<file path="config.mk">
export PLATFORM = sky130hd
export DESIGN_NAME = hlc_regs
export DESIGN_NICKNAME = d
export VERILOG_FILES = /design/src/design/hlc_regs.v /design/src/design/hlc_scale.v
export VERILOG_INCLUDE_DIRS = /design/src /design/src/design
export SDC_FILE = /design/constraint.sdc
export NUM_CORES = 1
export LEC_CHECK = 0
export ABC_AREA = 1
export BUFFER_PORTS_ARGS = -buffer_cell sky130_fd_sc_hd__buf_2
export CORE_MARGIN = 5
export CORE_UTILIZATION = 56
export DETAILED_ROUTE_END_ITERATION = 10
export PLACE_DENSITY = 0.79
export SYNTH_ARGS = -nofsm -noshare
export SYNTH_HDL_FRONTEND = slang
export SYNTH_HIERARCHICAL = 1
export SYNTH_SLANG_ARGS = --single-unit
</file>
<file path="constraint.sdc">
create_clock -name sys_clk -period 17.15 [get_ports sys_clk]
set_input_delay 3.43 -clock sys_clk [delete_from_list [all_inputs] [get_ports sys_clk]]
set_output_delay 3.43 -clock sys_clk [all_outputs]
set_load 0.02 [all_outputs]
</file>
<file path="src/design/hlc_defs.vh">
// register map, field positions, reset values and coefficient scaling
`ifndef HLC_DEFS_VH
`define HLC_DEFS_VH
`define HLC_ADDR_OVERDRIVE 8'h17
`define HLC_ADDR_COMP 8'h18
`define HLC_ADDR_BEMF 8'h19
`define HLC_ADDR_FBCTL 8'h1A
`define HLC_RST_OVERDRIVE 8'h89
`define HLC_RST_COMP 8'h0D
`define HLC_RST_BEMF 8'h6D
`define HLC_RST_FBCTL 8'h36
`define HLC_FB_TYPE_BIT 7
`define HLC_FB_BRAKE_MSB 6
`define HLC_FB_BRAKE_LSB 4
`define HLC_FB_LOOP_MSB 3
`define HLC_FB_LOOP_LSB 2
`define HLC_FB_BEMF_MSB 1
`define HLC_FB_BEMF_LSB 0
`define HLC_FULL_SCALE 8'hFF
`define HLC_BEMF_FS_MV 16'h04C4
`define HLC_BRAKE_OFF 3'h7
`endif

</file>
<file path="src/design/hlc_regs.v">
// closed-loop configuration and calibration result register bank
//
// Function
// - closed-loop automatic overdrive is limited to the overdrive limit register.
// - open loop uses the overdrive limit register as full-scale reference.
// - calibration stores measured voltage compensation into the compensation register.
// - playback gain is multiplied by one plus compensation over 255.
// - calibration stores back-emf at rated level; it sets the bemf_mv level output.
// - back-emf level equals value over 255 times 1.22 V over gain.
// - feedback control: type bit 7, brake 6:4, loop 3:2, bemf 1:0.
// - type bit 0 selects rotating mass, 1 selects linear resonant.
// - brake ratio codes 1x,2x,3x,4x,6x,8x,16x; code 7 disables braking.
`timescale 1ns/1ps
`include "hlc_defs.vh"
module hlc_regs (
   // clock and reset
   input wire sys_clk,
   input wire nrst,
   // register port
   input wire reg_wr,
   input wire [7:0] reg_addr,
   input wire [7:0] reg_wdata,
   output reg [7:0] reg_rdata,
   // calibration engine
   input wire cal_done,
   input wire [7:0] cal_comp,
   input wire [7:0] cal_bemf,
   // playback engine
   input wire closed_loop,
   input wire [7:0] rated_level,
   input wire [7:0] drive_req,
   output reg [7:0] drive_level,
   output reg [8:0] comp_coef,
   output reg [4:0] brake_mult,
   output reg brake_enable,
   output reg [15:0] bemf_mv,
   output reg actuator_type_select,
   output reg [1:0] loop_gain,
   output reg [1:0] backemf_scale_gain
);
   reg [7:0] overdrive_limit;
   reg [7:0] calib_comp_result;
   reg [7:0] calib_backemf_result;
   reg [7:0] loop_feedback_control;
   wire [8:0] s_comp;
   wire [4:0] s_brake;
   wire s_brake_en;
   wire [15:0] s_bemf;
   reg [7:0] next_rdata;
   reg [7:0] next_drive;
   reg [7:0] ref_level;

   hlc_scale u_scale (
      .comp_value(calib_comp_result),
      .bemf_value(calib_backemf_result),
      .brake_code(loop_feedback_control[`HLC_FB_BRAKE_MSB:`HLC_FB_BRAKE_LSB]),
      .backemf_scale_gain_code(loop_feedback_control[`HLC_FB_BEMF_MSB:`HLC_FB_BEMF_LSB]),
      .comp_coef(s_comp),
      .brake_mult(s_brake),
      .brake_enable(s_brake_en),
      .bemf_mv(s_bemf)
   );

   // host writes and calibration results; calibration wins on collision
   always @(posedge sys_clk or negedge nrst) begin
      if (!nrst) begin
         overdrive_limit <= `HLC_RST_OVERDRIVE;
         calib_comp_result <= `HLC_RST_COMP;
         calib_backemf_result <= `HLC_RST_BEMF;
         loop_feedback_control <= `HLC_RST_FBCTL;
      end else begin
         if (reg_wr && reg_addr == `HLC_ADDR_OVERDRIVE) begin
            overdrive_limit <= reg_wdata;
         end
         if (reg_wr && reg_addr == `HLC_ADDR_FBCTL) begin
            loop_feedback_control <= reg_wdata;
         end
         if (cal_done) begin
            calib_comp_result <= cal_comp;
            calib_backemf_result <= cal_bemf;
         end else begin
            if (reg_wr && reg_addr == `HLC_ADDR_COMP) begin
               calib_comp_result <= reg_wdata;
            end
            if (reg_wr && reg_addr == `HLC_ADDR_BEMF) begin
               calib_backemf_result <= reg_wdata;
            end
         end
      end
   end

   always @* begin
      case (reg_addr)
         `HLC_ADDR_OVERDRIVE: next_rdata = overdrive_limit;
         `HLC_ADDR_COMP: next_rdata = calib_comp_result;
         `HLC_ADDR_BEMF: next_rdata = calib_backemf_result;
         `HLC_ADDR_FBCTL: next_rdata = loop_feedback_control;
         default: next_rdata = 8'h00;
      endcase
      // open loop: full scale is the limit; closed loop: rated level
      ref_level = closed_loop ? rated_level : overdrive_limit;
      next_drive = drive_req;
      if (closed_loop && drive_req > overdrive_limit) begin
         next_drive = overdrive_limit;
      end
      if (!closed_loop && drive_req > ref_level) begin
         next_drive = ref_level;
      end
   end

   always @(posedge sys_clk or negedge nrst) begin
      if (!nrst) begin
         reg_rdata <= 8'h00;
         drive_level <= 8'h00;
         comp_coef <= 9'h000;
         brake_mult <= 5'h00;
         brake_enable <= 1'b0;
         bemf_mv <= 16'h0000;
         actuator_type_select <= 1'b0;
         loop_gain <= 2'h0;
         backemf_scale_gain <= 2'h0;
      end else begin
         reg_rdata <= next_rdata;
         drive_level <= next_drive;
         comp_coef <= s_comp;
         brake_mult <= s_brake;
         brake_enable <= s_brake_en;
         bemf_mv <= s_bemf;
         actuator_type_select <=
            loop_feedback_control[`HLC_FB_TYPE_BIT];
         loop_gain <=
            loop_feedback_control[`HLC_FB_LOOP_MSB:`HLC_FB_LOOP_LSB];
         backemf_scale_gain <=
            loop_feedback_control[`HLC_FB_BEMF_MSB:`HLC_FB_BEMF_LSB];
      end
   end
endmodule // hlc_regs

</file>
<file path="src/design/hlc_scale.v">
// coefficient decode: compensation, brake ratio, back-emf level
`timescale 1ns/1ps
`include "hlc_defs.vh"
module hlc_scale (
   // settings
   input wire [7:0] comp_value,
   input wire [7:0] bemf_value,
   input wire [2:0] brake_code,
   input wire [1:0] backemf_scale_gain_code,
   // derived
   output reg [8:0] comp_coef,
   output reg [4:0] brake_mult,
   output reg brake_enable,
   output reg [15:0] bemf_mv
);
   reg [23:0] prod;
   reg [23:0] quot;
   reg [2:0] gain;
   always @* begin
      // coefficient as 1 + value/255, fixed point with 255 as one
      comp_coef = {1'b0, `HLC_FULL_SCALE} + {1'b0, comp_value};
      brake_enable = (brake_code != `HLC_BRAKE_OFF);
      case (brake_code)
         3'h0: brake_mult = 5'h01;
         3'h1: brake_mult = 5'h02;
         3'h2: brake_mult = 5'h03;
         3'h3: brake_mult = 5'h04;
         3'h4: brake_mult = 5'h06;
         3'h5: brake_mult = 5'h08;
         3'h6: brake_mult = 5'h10;
         default: brake_mult = 5'h00;
      endcase
      // gain setting taken as code plus one, avoiding a divide by zero
      gain = {1'b0, backemf_scale_gain_code} + 3'h1;
      prod = {16'h0000, bemf_value} * `HLC_BEMF_FS_MV;
      // divide by full scale first; floor of floor equals one floor
      quot = prod / {16'h0000, `HLC_FULL_SCALE};
      bemf_mv = quot[15:0] / {13'h0000, gain};
   end
endmodule // hlc_scale

</file>
======== Yosys cells after proc, flatten, opt, wreduce, memory -nomap -nowiden ========
Cells that the tools add are included.
operators by class
  add/sub/neg operators ................... 2
  shift-type cells ........................ 0
  $mul .................................... 1
  multiplexer cells ....................... 9
  divide/modulo/power cells ............... 2
  bitwise logic cells ..................... 0
  magnitude comparators ................... 2
  reduce and logical (&&, ||, !) cells .... 10
  equality and inequality tests ........... 11
operators by type and width
  cell                                                  count
  two-way mux 8 bit                                     7
  case mux 5 bit (7 select lines)                       1
  equality test 8 x 5 -> 1 bit (second input constant)  4
  case mux 8 bit (4 select lines)                       1
  divider 19 x 8 -> 24 bit (second input constant)      1
  multiplier 8 x 9 -> 17 bit (second input constant)    1
  divider 16 x 3 -> 16 bit                              1
  > comparator 8 bit                                    2
  adder 8 x 8 -> 9 bit (first input constant)           1
  equality test 3 bit (second input constant)           3
  equality test 3 x 2 -> 1 bit (second input constant)  2
  logical AND 1 bit                                     6
  nonzero test 2 bit                                    2
  adder 2 x 1 -> 3 bit (second input constant)          1
  equality test 3 x 1 -> 1 bit (second input constant)  1
  zero test 3 bit                                       1
  inequality test 3 bit (second input constant)         1
  zero test 1 bit                                       1
storage, ports and cells
  register bits ........................... 84
  output and inout port bits .............. 52
  memory bits (read-only) ................. 0
  RAM bits ................................ 0
  memories kept ........................... 0
  bits in latches ......................... 0

======== Logic depth before layout (Yosys ltp) ========
  depth in word-level cells ............... 4
  gate-level depth with buffers ........... 145
  depth with buffers taken out ............ 140

======== Modules after synthesis ========
The synthesis kept the hierarchy.
modules (own cells, without submodules)
  module     cells each  instances  sequential area each (sq um)  area each (sq um)
  hlc_scale  1,528       1          0.0                           8,284.2
  hlc_regs   392         1          2,120.8                       3,672.3

======== Worst setup path before layout ========
Ideal clock, no wire load.
  path type ............................... reg-to-reg
  start point ............................. register calib_backemf_result[2]
  end point ............................... register bemf_mv[0]
  data arrival time ....................... 18.746 ns
  slack ................................... -1.722 ns
  required time ........................... 17.025 ns
  path buffers ............................ 5
  clock period less this slack ............ 18.872 ns
  setup time .............................. 0.125 ns
  stages on the path, launching flop included .. 141
  path through ............................ dfstp_2 > inv_1 > ha_1 > ha_1 > fa_1 > fa_1 > ha_1 > a21oi_1 > o21ai_2 > a21oi_1 > xor2_1 > nand3_1 > nor2_1 > nand2_1 > inv_1 > ha_1 > nor2_1 > o21bai_1 > (+105 left out) > nand2_1 > nand2_1 > inv_1 > nand3_1 > nor2_1 > nand3_1 > nor2_4 > nand2_1 > o21ai_0 > ha_1 > o21ai_0 > nand2_1 > a21oi_1 > nand2_1 > nor2_2 > nand4_1 > nor2_1 > nand3_1
between the ends
  longest elaborated chain between the ends .. 3
ends and longest elaborated chain
  element                               RTL line        text
  start: declaration                    hlc_regs.v:43   reg [7:0] calib_backemf_result;
  start signal: assignment              hlc_regs.v:69   calib_backemf_result <= `HLC_RST_BEMF;
  start signal: assignment              hlc_regs.v:80   calib_backemf_result <= cal_bemf;
  start signal: assignment              hlc_regs.v:86   calib_backemf_result <= reg_wdata;
  multiplier 8 x 9 -> 17 bit (no line)  -
  divider 19 x 8 -> 24 bit              hlc_scale.v:37  quot = prod / {16'h0000, `HLC_FULL_SCALE};
  divider 16 x 3 -> 16 bit              hlc_scale.v:38  bemf_mv = quot[15:0] / {13'h0000, gain};
  named net s_bemf[0]                   hlc_regs.v:48   wire [15:0] s_bemf;
  end signal: assignment                hlc_regs.v:128  bemf_mv <= s_bemf;
  end: declaration                      hlc_regs.v:36   output reg [15:0] bemf_mv,
The timed path passes the listed nets, and every way through them passes these cells.
A chain may end at the register's enable or synchronous reset.

======== Final worst setup path ========
Ends and elaborated chain as after synthesis.

==> impl_table.tex <==
\begin{tabular}{lr}
\hline
Metric & Value \\
\hline
\multicolumn{2}{l}{\textbf{Status}} \\
Result of the run & completed \\
\multicolumn{2}{l}{\textbf{Clock tree}} \\
Clock Root Buffer & sky130\_fd\_sc\_hd\_\_clkbuf\_16 \\
Post-CTS Hold Fix Bufs & 0 \\
TritonCTS clock tree & done \\
TritonCTS buffer count & 9 \\
Post-CTS clock slew at the launch and capture registers of the worst setup and hold paths & 0.08 ns \\
Source-to-sink clock delay at the later pin of the worst-skew pair & 0.37 ns \\
CTS H-tree depth & 3 \\
Bufs on Longest Clock Path & 2 \\
Number of clock sinks & 84 \\
\multicolumn{2}{l}{\textbf{Timing}} \\
Highest clock rate & 0.0600 GHz \\
Worst-case headroom to the max-slew limit & 47.1\% \\
Shortest period the worst path allows & 16.67 ns \\
Final worst-path cycle share & 97.2\% \\
Clock tree skew after final layout & between 0.015 and 0.02 ns \\
Hold Violations, Final & 0 \\
PnR worst setup slack & approximately 0.48 ns \\
Final setup viols & 0 \\
Worst-Margin Slew & roughly 0.79 ns \\
Max Slew Vio Count & 0 \\
Unrepaired setup endpoints after global routing & true \\
\multicolumn{2}{l}{\textbf{Synthesis}} \\
Share of synthesized area occupied by flip-flops and latches & 17.7\% \\
Post-Syn Area per Cell & 6.23 um2 \\
Number of instances in the synthesized netlist & $\sim$1900 \\
Library cell with the highest instance count after synthesis & sky130\_fd\_sc\_hd\_\_nand2\_1 \\
Yosys top cell area share & 17.8\% \\
Synth cell types & 57 \\
Number of enable flip-flop cells after synthesis & 0 \\
Post-synthesis instance area & 12000 um2 \\
Synth cell count leaders & 567 x sky130\_fd\_sc\_hd\_\_nand2\_1, 314 x sky130\_fd\_sc\_hd\_\_inv\_1, 183 x sky130\_fd\_sc\_hd\_\_nand3\_1, 162 x sky130\_fd\_sc\_hd\_\_nor2\_1, 107 x sky130\_fd\_sc\_hd\_\_ha\_1 \\
Top flip-flop cell by instance count after synthesis & sky130\_fd\_sc\_hd\_\_dfrtp\_1 \\
Synthesis warning total & 6 \\
Fraction of registers with async set or reset after synthesis & 100\% \\
Number of synthesized register bits & 84 \\
Biggest area consumer among synthesized cells & sky130\_fd\_sc\_hd\_\_nand2\_1 \\
Synth top area cells & sky130\_fd\_sc\_hd\_\_nand2\_1 18\%, sky130\_fd\_sc\_hd\_\_dfrtp\_1 14\%, sky130\_fd\_sc\_hd\_\_ha\_1 11\% \\
\multicolumn{2}{l}{\textbf{Setup path}} \\
Cell count of the worst reg-to-reg path & around 130 \\
Largest stage delay, worst path & 0.61 ns \\
Data arrival time at the worst-slack endpoint & 16.92 ns \\
Critical path launch point type & flop \\
Startpoint-to-endpoint class of the critical path & flop to flop \\
Reg2Reg Capture Point & bemf\_mv[0] \\
Type of destination of the critical path & flop \\
Crit path max fanout & 7 \\
Launch instance of the worst register-to-register path & calib\_backemf\_result[2] \\
Data required time at the worst endpoint & 17.40 ns \\
Reg2reg setup slack & 0.48 ns \\
Critical-path cell with the highest stage delay & sky130\_fd\_sc\_hd\_\_dfstp\_2 \\
\multicolumn{2}{l}{\textbf{GRT}} \\
Wire length of the first global-routing pass & about 55000 um \\
Total routing usage reported by global routing & between 20\% and 30\% \\
Number of global-route vias before repair & 12100 \\
Initial antenna violation count & 0 \\
Maximum number of pins on one net before global-route repair & 59 \\
Remaining global-route overflow & 0 \\
\multicolumn{2}{l}{\textbf{Place}} \\
Placed Area & 13300 um2 \\
HPWL reported at the end of detailed placement & 25300 um \\
Port buffer count & around 100 \\
Final Wtd Congestion & 0.941 \\
Setup Slack @ Placement & -0.888 ns \\
\multicolumn{2}{l}{\textbf{Min path}} \\
Class of the tightest hold or removal check & flop to flop \\
Start point of the worst min-delay path & loop\_feedback\_control[7] \\
WHS Path Cells & 0 \\
Worst Hold End & actuator\_type\_select \\
\multicolumn{2}{l}{\textbf{Detailed routing}} \\
Residual antenna-violating net count after detailed routing & 0 \\
Vias after detailed routing & 13100 \\
Number of violations reported at the end of detailed-routing iteration 0 & 919 \\
DR WL/cell & 14.2 um \\
Avg Vias per Cell & 5.43 \\
Residual DRC count & 0 \\
Aggregate routed wire length & 34200 um \\
Initial DRT Pass Iterations & 6 \\
\multicolumn{2}{l}{\textbf{Floorplan}} \\
Std cell rows & between 50 and 60 \\
Count of pins on the block boundary & 105 \\
Die Footprint & 24400 um2 \\
Chip Width & 156 um \\
Height of the die & 156 um \\
Core outline area & approximately 21000 um2 \\
Initial cell density of the core & 56.9\% \\
\multicolumn{2}{l}{\textbf{Layout}} \\
Area growth syn-to-layout & 22.3\% \\
Final instance area & 14600 um2 \\
Number of filler cells placed in the layout & 1716 \\
Net count of the finished layout & approximately 2300 \\
Proportion of layout cells with a drive suffix above 1 & around 25\% \\
Ant diodes & 0 \\
\multicolumn{2}{l}{\textbf{Flow run}} \\
Max-Cap Viols & 0 \\
\hline
\end{tabular}
==> worst max-delay path: cells and delay by family (launching register included) <==
| family | cells | cell delay (ns) |
|---|---|---|
| xor gates and xnor gates | 1 | 0.19 |
| AOI/OAI and AO/OA | 25 | 2.59 |
| adders and majority gates | 16 | 4.30 |
| DFF | 1 | 0.61 |
| and+or+nand+nor | 65 | 6.26 |
| buffers and inverters | 27 | 2.51 |
==> cell families after synthesis <==
kind of cell / Yosys count / share of synthesized area [%]
compound gates: 195 / 9.58
xor+xnor: 50 / 3.66
fa+ha+maj: 113 / 12.2
buf+inv: 349 / 11.5
flops: 84 / 17.7
other cells: 1 / 0.0314
simple gates: 1128 / 45.3
==> through the flow <==
stage	util [%]	TNS, ns	std cells	hold slack [ns]
3_5_place_dp	63.1	-0.888	2318	0.390
3_3_place_gp	63.1	-0.186	2318	0.397
6_report	69.5	0	2410	0.406
2_1_floorplan	-	-0.0108	1923	0.368
5_1_grt	69.5	-0.574	2410	0.413
4_1_cts	65.6	0	2359	0.399
==> repair_timing <==
action                                  in CTS  in global routing
hold endpoints to repair                     0                  0
pin swaps                                   14                 90
resized for setup                            7                 98
buffers inserted                            25                 52
endpoints found under the setup margin       1                  2
==> worst max-delay path by stage <==
stage | startpoint | endpoint | slack, ns | cells after the start
2_1_floorplan | calib_backemf_result[3] | bemf_mv[0] | -0.01 | 140
3_3_place_gp | calib_backemf_result[6] | bemf_mv[0] | -0.19 | 136
3_5_place_dp | calib_backemf_result[6] | bemf_mv[0] | -0.89 | 136
4_1_cts | calib_backemf_result[6] | bemf_mv[0] | 0.003 | 137
5_1_grt | calib_backemf_result[2] | bemf_mv[0] | -0.57 | 135
6_report | calib_backemf_result[2] | bemf_mv[0] | 0.48 | 134
==> cell usage in the layout (no fill, tap or decap), drive strengths merged, types with 8 or more instances in the layout <==
cell and instances:
o21ai 105, nand3 212, nand4 57, xnor2 13, ha 107, nor2 194
clkbuf 9, a31oi 13, dfrtp 69, o21bai 8, nor3 15, nand3b 12
o211ai 15, or2 15, a21oi 42, inv 334, nand2 612, buf 212
dfstp 15, xor2 37
==> flip-flops by register name (all words and copies together), names as in the netlist <==
name and flops:
bemf_mv 16, comp_coef 9, calib_backemf_result 8, calib_comp_result 8, drive_level 8, loop_feedback_control 8
overdrive_limit 8, reg_rdata 8, brake_mult 5, backemf_scale_gain 2, loop_gain 2, actuator_type_select 1
brake_enable 1
==> layout make-up <==
cell class	count	area, um2	share of cell area, %
multi-input cells	1490	9240	63.2
flip-flops and latches	84	2120	14.5
repair buffers	212	1340	9.17
inverters	333	1270	8.67
well taps	275	344	2.35
clock buffers	9	225	1.54
clock inverters	7	76.3	0.522
==> layer usage <==
metal	up-vias	wire length [um]	track usage [%]
li1	6585	-	-
met1	6031	15100	35.3
met2	401	16300	44.7
met3	78	1930	3.33
met4	0	822	6.94
met5	-	0	0
Power is left out: the tool's default activity adds up to more than one toggle a clock period on the data nets, which glitch-free logic cannot reach.
